--- config.mk ---
export PLATFORM = sky130hd
export DESIGN_NAME = timer8_shared_prescaler
export DESIGN_NICKNAME = d
export VERILOG_FILES = /design/src/include/timer8_pkg.sv /design/src/rtl/prescaler8.sv /design/src/rtl/timer8_shared_prescaler.sv
export SDC_FILE = /design/constraint.sdc
export NUM_CORES = 1
export LEC_CHECK = 0
export ABC_AREA = 1
export BUFFER_PORTS_ARGS = -buffer_cell sky130_fd_sc_hd__clkbuf_2
export CORE_ASPECT_RATIO = 0.5
export CORE_MARGIN = 5
export CORE_UTILIZATION = 54
export CTS_CLUSTER_DIAMETER = 200
export DETAILED_ROUTE_END_ITERATION = 12
export PLACE_DENSITY = 0.76
export SLEW_MARGIN = 40
export SYNTH_ARGS = -nofsm -noshare
export SYNTH_HDL_FRONTEND = slang
export SYNTH_HIERARCHICAL = 1
export SYNTH_SLANG_ARGS = --single-unit
--- constraint.sdc ---
create_clock -name clk -period 2.41 [get_ports clk]
set_input_delay 0.3615 -clock clk [delete_from_list [all_inputs] [get_ports clk]]
set_output_delay 0.3615 -clock clk [all_outputs]
set_load 0.01 [all_outputs]
--- src/include/timer8_pkg.sv ---
/*
 * package for the 8-bit timer/counter with shared prescaler:
 * register offsets, field positions, reset values, phase states.
 * assumes one 25 MHz core clock; four clocks make one instruction cycle.
 */
package timer8_pkg;

	localparam int unsigned CLK_PERIOD_NS = 40;
	localparam int unsigned PHASES_PER_CYCLE = 4;
	localparam int unsigned WRITE_HOLDOFF_CYCLES = 2;
	localparam logic [3:0] WRITE_HOLDOFF_CLKS = 4'(WRITE_HOLDOFF_CYCLES * PHASES_PER_CYCLE);

	localparam logic [3:0] ADDR_TIMER_COUNT = 4'h0;
	localparam logic [3:0] ADDR_OPTION_CONTROL = 4'h1;
	localparam logic [3:0] ADDR_INTERRUPT_CONTROL = 4'h2;
	localparam logic [3:0] ADDR_EVENT_STATUS = 4'h3;
	localparam logic [3:0] ADDR_EVENT_CLEAR = 4'h4;
	localparam logic [3:0] ADDR_EVENT_ENABLE = 4'h5;

	localparam logic [7:0] OPTION_RESET = 8'hff;
	localparam logic [7:0] INTCTL_RESET = 8'h00;
	localparam logic [7:0] COUNT_RESET = 8'h00;
	localparam logic [7:0] EVENT_ENABLE_RESET = 8'h00;

	localparam int unsigned OPT_CLOCK_SOURCE_BIT = 5;
	localparam int unsigned OPT_EDGE_SELECT_BIT = 4;
	localparam int unsigned OPT_ASSIGN_BIT = 3;
	localparam int unsigned INT_ENABLE_BIT = 5;
	localparam int unsigned INT_FLAG_BIT = 2;
	localparam int unsigned EVT_OVERFLOW_BIT = 0;
	localparam int unsigned EVT_WATCHDOG_TICK_BIT = 1;

	typedef enum logic [3:0] {
		PHASE_ONE   = 4'h1,
		PHASE_TWO   = 4'h2,
		PHASE_THREE = 4'h4,
		PHASE_FOUR  = 4'h8
	} phase_t;

	typedef struct packed {
		logic [3:0] addr;
		logic [7:0] wdata;
		logic       wr;
		logic       rd;
	} busReq_t;

	typedef struct packed {
		logic       clockSource;
		logic       edgeSelect;
		logic       prescalerAssign;
		logic [2:0] prescaleRate;
	} optionFields_t;

endpackage

--- src/rtl/prescaler8.sv ---
/*
 * 8-bit ripple-free prescaler shared by timer and watchdog.
 * assumes tick is a one-clock pulse and clear wins over tick.
 */
`timescale 1ns/1ps
`default_nettype none
module prescaler8
	import timer8_pkg::*;
(
	input  wire logic       clk,
	input  wire logic       rst,
	input  wire logic       tick,
	input  wire logic       clear,
	input  wire logic       timerOwns,
	input  wire logic [2:0] rate,
	output logic            pulse
);
	logic [7:0] countFf;
	logic [7:0] nxtCount;
	logic [3:0] shiftAmount;
	logic [7:0] limitMask;
	wire        atLimit;

	// divide by 2^(rate+1) for timer, 2^rate for watchdog
	assign shiftAmount = timerOwns ? {1'b0, rate} + 4'h1 : {1'b0, rate};
	assign limitMask = 8'((9'h001 << shiftAmount) - 9'h001);
	assign atLimit = (countFf & limitMask) == limitMask;
	assign nxtCount = clear ? 8'h00 : (tick ? (atLimit ? 8'h00 : countFf + 8'h01) : countFf);

	always_ff @(posedge clk or posedge rst) begin
		if (rst) begin
			countFf <= 8'h00;
			pulse <= 1'b0;
		end else begin
			countFf <= nxtCount;
			pulse <= tick & ~clear & atLimit;
		end
	end
endmodule
`default_nettype wire

--- src/rtl/timer8_shared_prescaler.sv ---
/*
 * 8-bit timer/counter with prescaler shared with the watchdog, plus
 * option, interrupt control, and sticky event status registers.
 * assumes a plain strobe register port, synchronous pin inputs,
 * and a core that drives sleep and the watchdog clear pulse.
 */
// The implementer's own choices: the strobed register port and the address map.
// Operation
// clock source 0 selects timer mode, one count per instruction cycle.
// after a count write, counting pauses exactly two instruction cycles.
// clock source 1 counts external input edges, edge chosen by edge select.
// edge select 1 counts falling edges, 0 counts rising edges.
// external edges are sampled on phase two and phase four.
// prescaler goes to timer when assign bit is 0, else watchdog.
// timer prescale field picks eight ratios from 1:2 to 1:256.
// timer ratio is 2^(rate+1); watchdog ratio is 2^rate.
// timer runs 1:1 only while prescaler belongs to watchdog.
// software cannot read or write the prescaler counter.
// count writes clear prescaler while timer owns it.
// watchdog clear instruction clears prescaler while watchdog owns it.
// software sequence for moving prescaler from timer to watchdog.
// software sequence for moving prescaler from watchdog to timer.
// every wrap from FFh to 00h sets the overflow flag.
// software clears the overflow flag; hardware never does.
// overflow enable gates the flag onto the interrupt request.
// during sleep the timer stops counting entirely.
`timescale 1ns/1ps
`default_nettype none
module timer8_shared_prescaler
	import timer8_pkg::*;
(
	input  wire logic       clk,
	input  wire logic       rst,
	input  wire logic [3:0] addr,
	input  wire logic [7:0] wdata,
	input  wire logic       wr,
	input  wire logic       rd,
	output logic      [7:0] rdata,
	input  wire logic       externalCountInput,
	input  wire logic       sleep,
	input  wire logic       watchdogClearInstr,
	input  wire logic       watchdogTick,
	output logic            watchdogPulse,
	output logic            overflowIrq,
	output logic            irq
);
	busReq_t       bus;
	optionFields_t opt;

	phase_t     phaseFf;
	phase_t     nxtPhase;
	logic [7:0] countFf;
	logic [7:0] optionFf;
	logic [7:0] intCtlFf;
	logic [1:0] statusFf;
	logic [1:0] enableFf;
	logic [3:0] holdFf;
	logic       extLevelFf;
	logic       extEdgeFf;
	logic [7:0] nxtCount;
	logic [7:0] nxtIntCtl;
	logic [1:0] nxtStatus;
	logic [7:0] readMux;
	logic       presPulse;

	wire writeCount = bus.wr && bus.addr == ADDR_TIMER_COUNT;
	wire writeOption = bus.wr && bus.addr == ADDR_OPTION_CONTROL;
	wire writeIntCtl = bus.wr && bus.addr == ADDR_INTERRUPT_CONTROL;
	wire writeClear = bus.wr && bus.addr == ADDR_EVENT_CLEAR;
	wire writeEnable = bus.wr && bus.addr == ADDR_EVENT_ENABLE;

	assign bus = '{addr: addr, wdata: wdata, wr: wr, rd: rd};
	assign opt = '{clockSource: optionFf[OPT_CLOCK_SOURCE_BIT],
		edgeSelect: optionFf[OPT_EDGE_SELECT_BIT],
		prescalerAssign: optionFf[OPT_ASSIGN_BIT],
		prescaleRate: optionFf[2:0]};

	// timer owns the prescaler only with the assign bit clear
	wire timerOwns = ~opt.prescalerAssign;
	wire cycleEnd = phaseFf == PHASE_FOUR;
	wire sampleTick = (phaseFf == PHASE_TWO) || (phaseFf == PHASE_FOUR);

	// edge select 1 is falling, 0 is rising
	wire extEdge = opt.edgeSelect ? (extLevelFf & ~externalCountInput) : (~extLevelFf & externalCountInput);

	// raw source: instruction cycle or qualified external edge
	wire sourceTick = opt.clockSource ? (extEdgeFf & sampleTick) : cycleEnd;

	// prescaler input: timer source or watchdog ticks
	wire presTick = timerOwns ? sourceTick : watchdogTick;

	// count clears the prescaler when timer owns it, watchdog clear otherwise
	wire presClear = timerOwns ? writeCount : watchdogClearInstr;

	// bypass gives the undivided rate only while watchdog owns prescaler
	wire countTick = timerOwns ? presPulse : sourceTick;

	// frozen in sleep; held off after a write
	wire countEnable = countTick && !sleep && holdFf == 4'h0 && !writeCount;
	wire wrap = countEnable && countFf == 8'hff;

	// the prescaler has no bus path at all
	prescaler8 prescaler (
		.clk      (clk),
		.rst      (rst),
		.tick     (presTick),
		.clear    (presClear),
		.timerOwns(timerOwns),
		.rate     (opt.prescaleRate),
		.pulse    (presPulse)
	);

	always_comb begin
		unique case (phaseFf)
			PHASE_ONE:   nxtPhase = PHASE_TWO;
			PHASE_TWO:   nxtPhase = PHASE_THREE;
			PHASE_THREE: nxtPhase = PHASE_FOUR;
			PHASE_FOUR:  nxtPhase = PHASE_ONE;
			default:     nxtPhase = PHASE_ONE;
		endcase
	end

	assign nxtCount = writeCount ? bus.wdata : (countEnable ? countFf + 8'h01 : countFf);

	// set wins over a same-cycle software clear
	always_comb begin
		nxtIntCtl = writeIntCtl ? bus.wdata : intCtlFf;
		if (wrap) begin
			nxtIntCtl[INT_FLAG_BIT] = 1'b1;
		end
	end

	always_comb begin
		nxtStatus = writeClear ? (statusFf & ~bus.wdata[1:0]) : statusFf;
		if (wrap) begin
			nxtStatus[EVT_OVERFLOW_BIT] = 1'b1;
		end
		if (presPulse && !timerOwns) begin
			nxtStatus[EVT_WATCHDOG_TICK_BIT] = 1'b1;
		end
	end

	always_comb begin
		unique case (bus.addr)
			ADDR_TIMER_COUNT:       readMux = countFf;
			ADDR_OPTION_CONTROL:    readMux = optionFf;
			ADDR_INTERRUPT_CONTROL: readMux = intCtlFf;
			ADDR_EVENT_STATUS:      readMux = {6'h00, statusFf};
			ADDR_EVENT_ENABLE:      readMux = {6'h00, enableFf};
			default:                readMux = 8'h00;
		endcase
	end

	// hold counts in core clocks; a write at any phase starts a full two cycles
	wire [3:0] nxtHold = writeCount ? WRITE_HOLDOFF_CLKS : (holdFf != 4'h0 ? holdFf - 4'h1 : 4'h0);

	always_ff @(posedge clk or posedge rst) begin
		if (rst) begin
			phaseFf <= PHASE_ONE;
			countFf <= COUNT_RESET;
			optionFf <= OPTION_RESET;
			intCtlFf <= INTCTL_RESET;
			statusFf <= 2'h0;
			enableFf <= EVENT_ENABLE_RESET[1:0];
			holdFf <= 4'h0;
			extLevelFf <= 1'b0;
			extEdgeFf <= 1'b0;
			rdata <= 8'h00;
			watchdogPulse <= 1'b0;
			overflowIrq <= 1'b0;
			irq <= 1'b0;
		end else begin
			phaseFf <= nxtPhase;
			countFf <= nxtCount;
			optionFf <= writeOption ? bus.wdata : optionFf;
			intCtlFf <= nxtIntCtl;
			statusFf <= nxtStatus;
			enableFf <= writeEnable ? bus.wdata[1:0] : enableFf;
			holdFf <= nxtHold;
			extLevelFf <= externalCountInput;
			// edge seen between samples is kept until the next phase-two or phase-four
			extEdgeFf <= sampleTick ? extEdge : (extEdgeFf | extEdge);
			rdata <= bus.rd ? readMux : 8'h00;
			watchdogPulse <= presPulse & ~timerOwns;
			overflowIrq <= nxtIntCtl[INT_ENABLE_BIT] & nxtIntCtl[INT_FLAG_BIT];
			irq <= |(nxtStatus & (writeEnable ? bus.wdata[1:0] : enableFf));
		end
	end
endmodule
`default_nettype wire

==> flow_metrics.tcl <==
set metrics [dict create \
    final_hold_viol_count 0 \
    cp_top_family "simple AND/OR/NAND/NOR gates" \
    synth-edff-count 0 \
    ratio_of_total_power_to_cell_area_nw_per_um2 991 \
    syn_area_per_cell_sq_um 8.16 \
    maxCapViolations 0 \
    power.total_mw 4.01 \
    place_congestion 0.851 \
    ff_latch_area_sq_um 1460 \
    clock.fmax_mhz 436 \
    worst_path_cell_trace "ha_4 > inv_2 > nand2_2 > nand2_4 > buf_4 > nand3_1 > ha_1 > nor2_1 > a21oi_1 > nand2_2 > nor2_4 > nand3_4 > o21bai_1 > nand2_1" \
    clk_latency_ns 0.33 \
    switching_share 0.328 \
    worstPathBufferInverterCount 2 \
    cell_internal_pwr_mw 2.70 \
    grt_first_pass_wirelength_um 12800 \
    finalWirelength_um 7310 \
    timing.clock.skew_ns 0.00417 \
    cts.reportedPaths.clkPinSlew_ns 0.05 \
    post-dp-hpwl_um 5350 \
    drt_first_pass_iters 5 \
    number_of_buffers_inserted_during_clock_tree_synthesis 9 \
    worst_hold_path.endpoint "extLevelFf$_DFF_PP0_" \
    reg2regPathDepth 14 \
    die_width_um 122 \
    syn-cell-area_sq_um 3370 \
    placeableCoreArea_sq_um 6060 \
    crit_path_start "optionFf[0]$_DFFE_PP1P_" \
    vdd.ir_drop.worst_mv 0.478 \
    critPathRequiredTime_ns 2.63 \
    critical_path_peak_fanout 5 \
    p_comb_frac 0.290 \
    setup.worst_path.class "register to register" \
    max_slew_margin 0.650 \
    synthesis.nets 439 \
    tritoncts "yes" \
    first_global_vias 2751 \
    post_route_cells_drive_above_1_share 0.278 \
    synth_sequential_area_ratio 0.434 \
    ys_ff_latch 58 \
    drc_errors 0 \
    avgViaCountPerCell 5.14 \
    grt_setup_unrepaired "yes" \
    net-switching-power_mw 1.31 \
    postSynthCellCount 413 \
    pin_count 31 \
    cpMostUsedCell "sky130_fd_sc_hd__nand2_2" \
    worst-r2r-setup-slack_ns 0.11 \
    synth_cell_types 40 \
    cpPeakStageDelay_ns 0.55 \
    syn2layout_area_growth_pct 20.2 \
    grt_antenna_before_repair 0 \
    floorplan.rows 20 \
    synthFlopType "sky130_fd_sc_hd__dfrtp_1" \
    die-height_um 65.9 \
    die_area_sq_um 8020 \
    groute.usage.overall 0.208 \
    postPlaceCellArea_sq_um 3620 \
    drt-initial-drc-count 219 \
    timing_max_transition_violations_final 0 \
    tightest_slew_ns 0.523 \
    initial_core_util 0.556 \
    hold_class "input pin to register" \
    finalSetupViolCount 0 \
    pwr-share-seq 0.344 \
    num_antenna_cells 0 \
    finalCriticalPeriod_ns 2.30 \
    synthArstFlopShare 1.00 \
    grt_max_degree 28 \
    nets 485 \
    startpoint_of_the_tightest_hold_check_path "externalCountInput" \
    critPathLaunchType "register" \
    timing.critical_path.slowest_stage_cell "sky130_fd_sc_hd__dfstp_2" \
    route.antenna.remaining_nets 0 \
    multiInputGateArea_sq_um 1650 \
    setup.worst_path.end_class "register" \
    whs_path_depth 1 \
    port_buffers 30 \
    critical_path.reg2reg.endpoint "prescaler/countFf[6]$_DFFE_PP0P_" \
    layout.filler_cells 512 \
    clock_tree.buffer_depth 2 \
    pwr-share-clk 0.366 \
    r2r_start "optionFf[0]$_DFFE_PP1P_" \
    fin_crit_sh 0.953 \
    grt_overflow_total 0 \
    timing.critical_path.arrival_ns 2.51 \
    routedWlPerCell_um 13.2 \
    clock_h_tree_levels 3 \
    p_leak_nw 2.04 \
    cts.sink_count 58 \
    dr_total_vias 2836 \
    postLayoutCellArea_sq_um 4050 \
    clockRootBuffer "sky130_fd_sc_hd__clkbuf_16" \
    ys_warn_count 6 \
    status "completed" \
]
==> metal layers <==
layer,part of all wire,routed length (um),track usage,vias up
met3,0.048,353,0.0718,14
met4,0.018,130,0.0670,0
li1,-,-,-,1428
met2,0.49,3590,0.353,57
met5,0,0,0,-
met1,0.44,3230,0.250,1337
==> cell usage after synthesis, drive strengths merged (2+ instances only) <==
library cell / instances / area share
a21oi: 5 / 0.0074
buf: 6 / 0.019
dfrtp: 49 / 0.36
dfstp: 9 / 0.070
ha: 6 / 0.022
inv: 60 / 0.069
nand2: 131 / 0.17
nand3: 35 / 0.060
nand4: 9 / 0.017
nor2: 26 / 0.039
nor3: 8 / 0.017
o211ai: 4 / 0.0089
o21ai: 39 / 0.074
o21bai: 9 / 0.020
o221ai: 3 / 0.0078
or2: 2 / 0.0037
xnor2: 2 / 0.0052
xor2: 4 / 0.010
==> power by group through the flow <==
| stage | clock [mW] | combinational, mW | sequential [mW] |
|---|---|---|---|
| after floorplan | 0 | 0.845 | 1.34 |
| after global placement | 0 | 1.04 | 1.38 |
| after detailed placement | 0 | 1.08 | 1.39 |
| after CTS | 1.49 | 1.12 | 1.37 |
| after global routing | 1.56 | 1.32 | 1.41 |
| final | 1.47 | 1.16 | 1.38 |
==> area by class of cell <==
| class | count | share of cell area |
|---|---|---|
| multi-input cells | 289 | 0.408 |
| clock buffers | 12 | 0.0609 |
| well taps | 88 | 0.0272 |
| flip-flops and latches | 58 | 0.361 |
| inverters | 61 | 0.0587 |
| repair buffers | 40 | 0.0593 |
| clock inverters | 4 | 0.0244 |
==> kinds of logic after synthesis <==
logic type	Yosys count	synth area share
AND/OR/NAND/NOR	213	0.312
flip-flops	58	0.434
XOR/XNOR	6	0.0156
AO/OA/AOI/OAI	62	0.122
multiplexers	1	0.00445
buffers and inverters	67	0.0895
adder cells (fa/ha/maj)	6	0.0223
==> sequential cells by signal, summed over array words and instances (netlist names) <==
register,cells
countFf,8
intCtlFf,8
optionFf,8
prescaler/countFf,8
rdata,8
holdFf,4
phaseFf,4
enableFf,2
statusFf,2
extEdgeFf,1
extLevelFf,1
irq,1
overflowIrq,1
prescaler/pulse,1
watchdogPulse,1
==> per-stage QoR <==
step,hold slack [ns],utilization,TNS (ns),setup slack [ns],std cells
floorplan,0.189,-,0,0.0845,413
global placement,0.340,0.598,0,0.0499,531
detailed placement,0.348,0.598,-0.0378,-0.0135,531
CTS,0.174,0.661,0,0.0498,550
global route,0.175,0.669,-0.101,-0.0312,552
finish,0.181,0.669,0,0.114,552
==> timing repair <==
| item | in CTS | in global routing |
|---|---|---|
| setup endpoints to repair | 8 | 8 |
| hold buffers | 1 | 0 |
| setup buffers | 1 | 2 |
| endpoints found under the hold margin | 4 | 0 |
| resized for setup | 1 | 8 |
| cloned | 1 | 0 |
| pin swaps | 3 | 12 |
==> worst max path at each step <==
| stage | slack [ns] | to | cells after the start |
|---|---|---|---|
| after global routing | -0.03 | prescaler/countFf[3]$_DFFE_PP0P_ | 15 |
| final | 0.11 | prescaler/countFf[6]$_DFFE_PP0P_ | 14 |
| after global placement | 0.05 | prescaler/countFf[7]$_DFFE_PP0P_ | 15 |
| after CTS | 0.05 | prescaler/countFf[0]$_DFFE_PP0P_ | 15 |
| after detailed placement | -0.01 | prescaler/countFf[3]$_DFFE_PP0P_ | 15 |
| after floorplan | 0.08 | prescaler/countFf[0]$_DFFE_PP0P_ | 16 |
==> cell usage in the layout, fill, tap and decap left out, drive strengths merged, types with 2 or more instances in the layout <==
cell type / instances
xor2: 4
o221ai: 3
o211ai: 4
o21ai: 39
inv: 60
buf: 9
nor3: 8
xnor2: 2
nor2: 26
dfrtp: 49
clkbuf: 42
clkinv: 2
nand2: 131
dfstp: 9
a21oi: 5
o21bai: 9
bufinv: 3
ha: 6
nand3: 36
nand4: 9
or2: 2
Note: power is estimated with default switching activity, not from simulation.
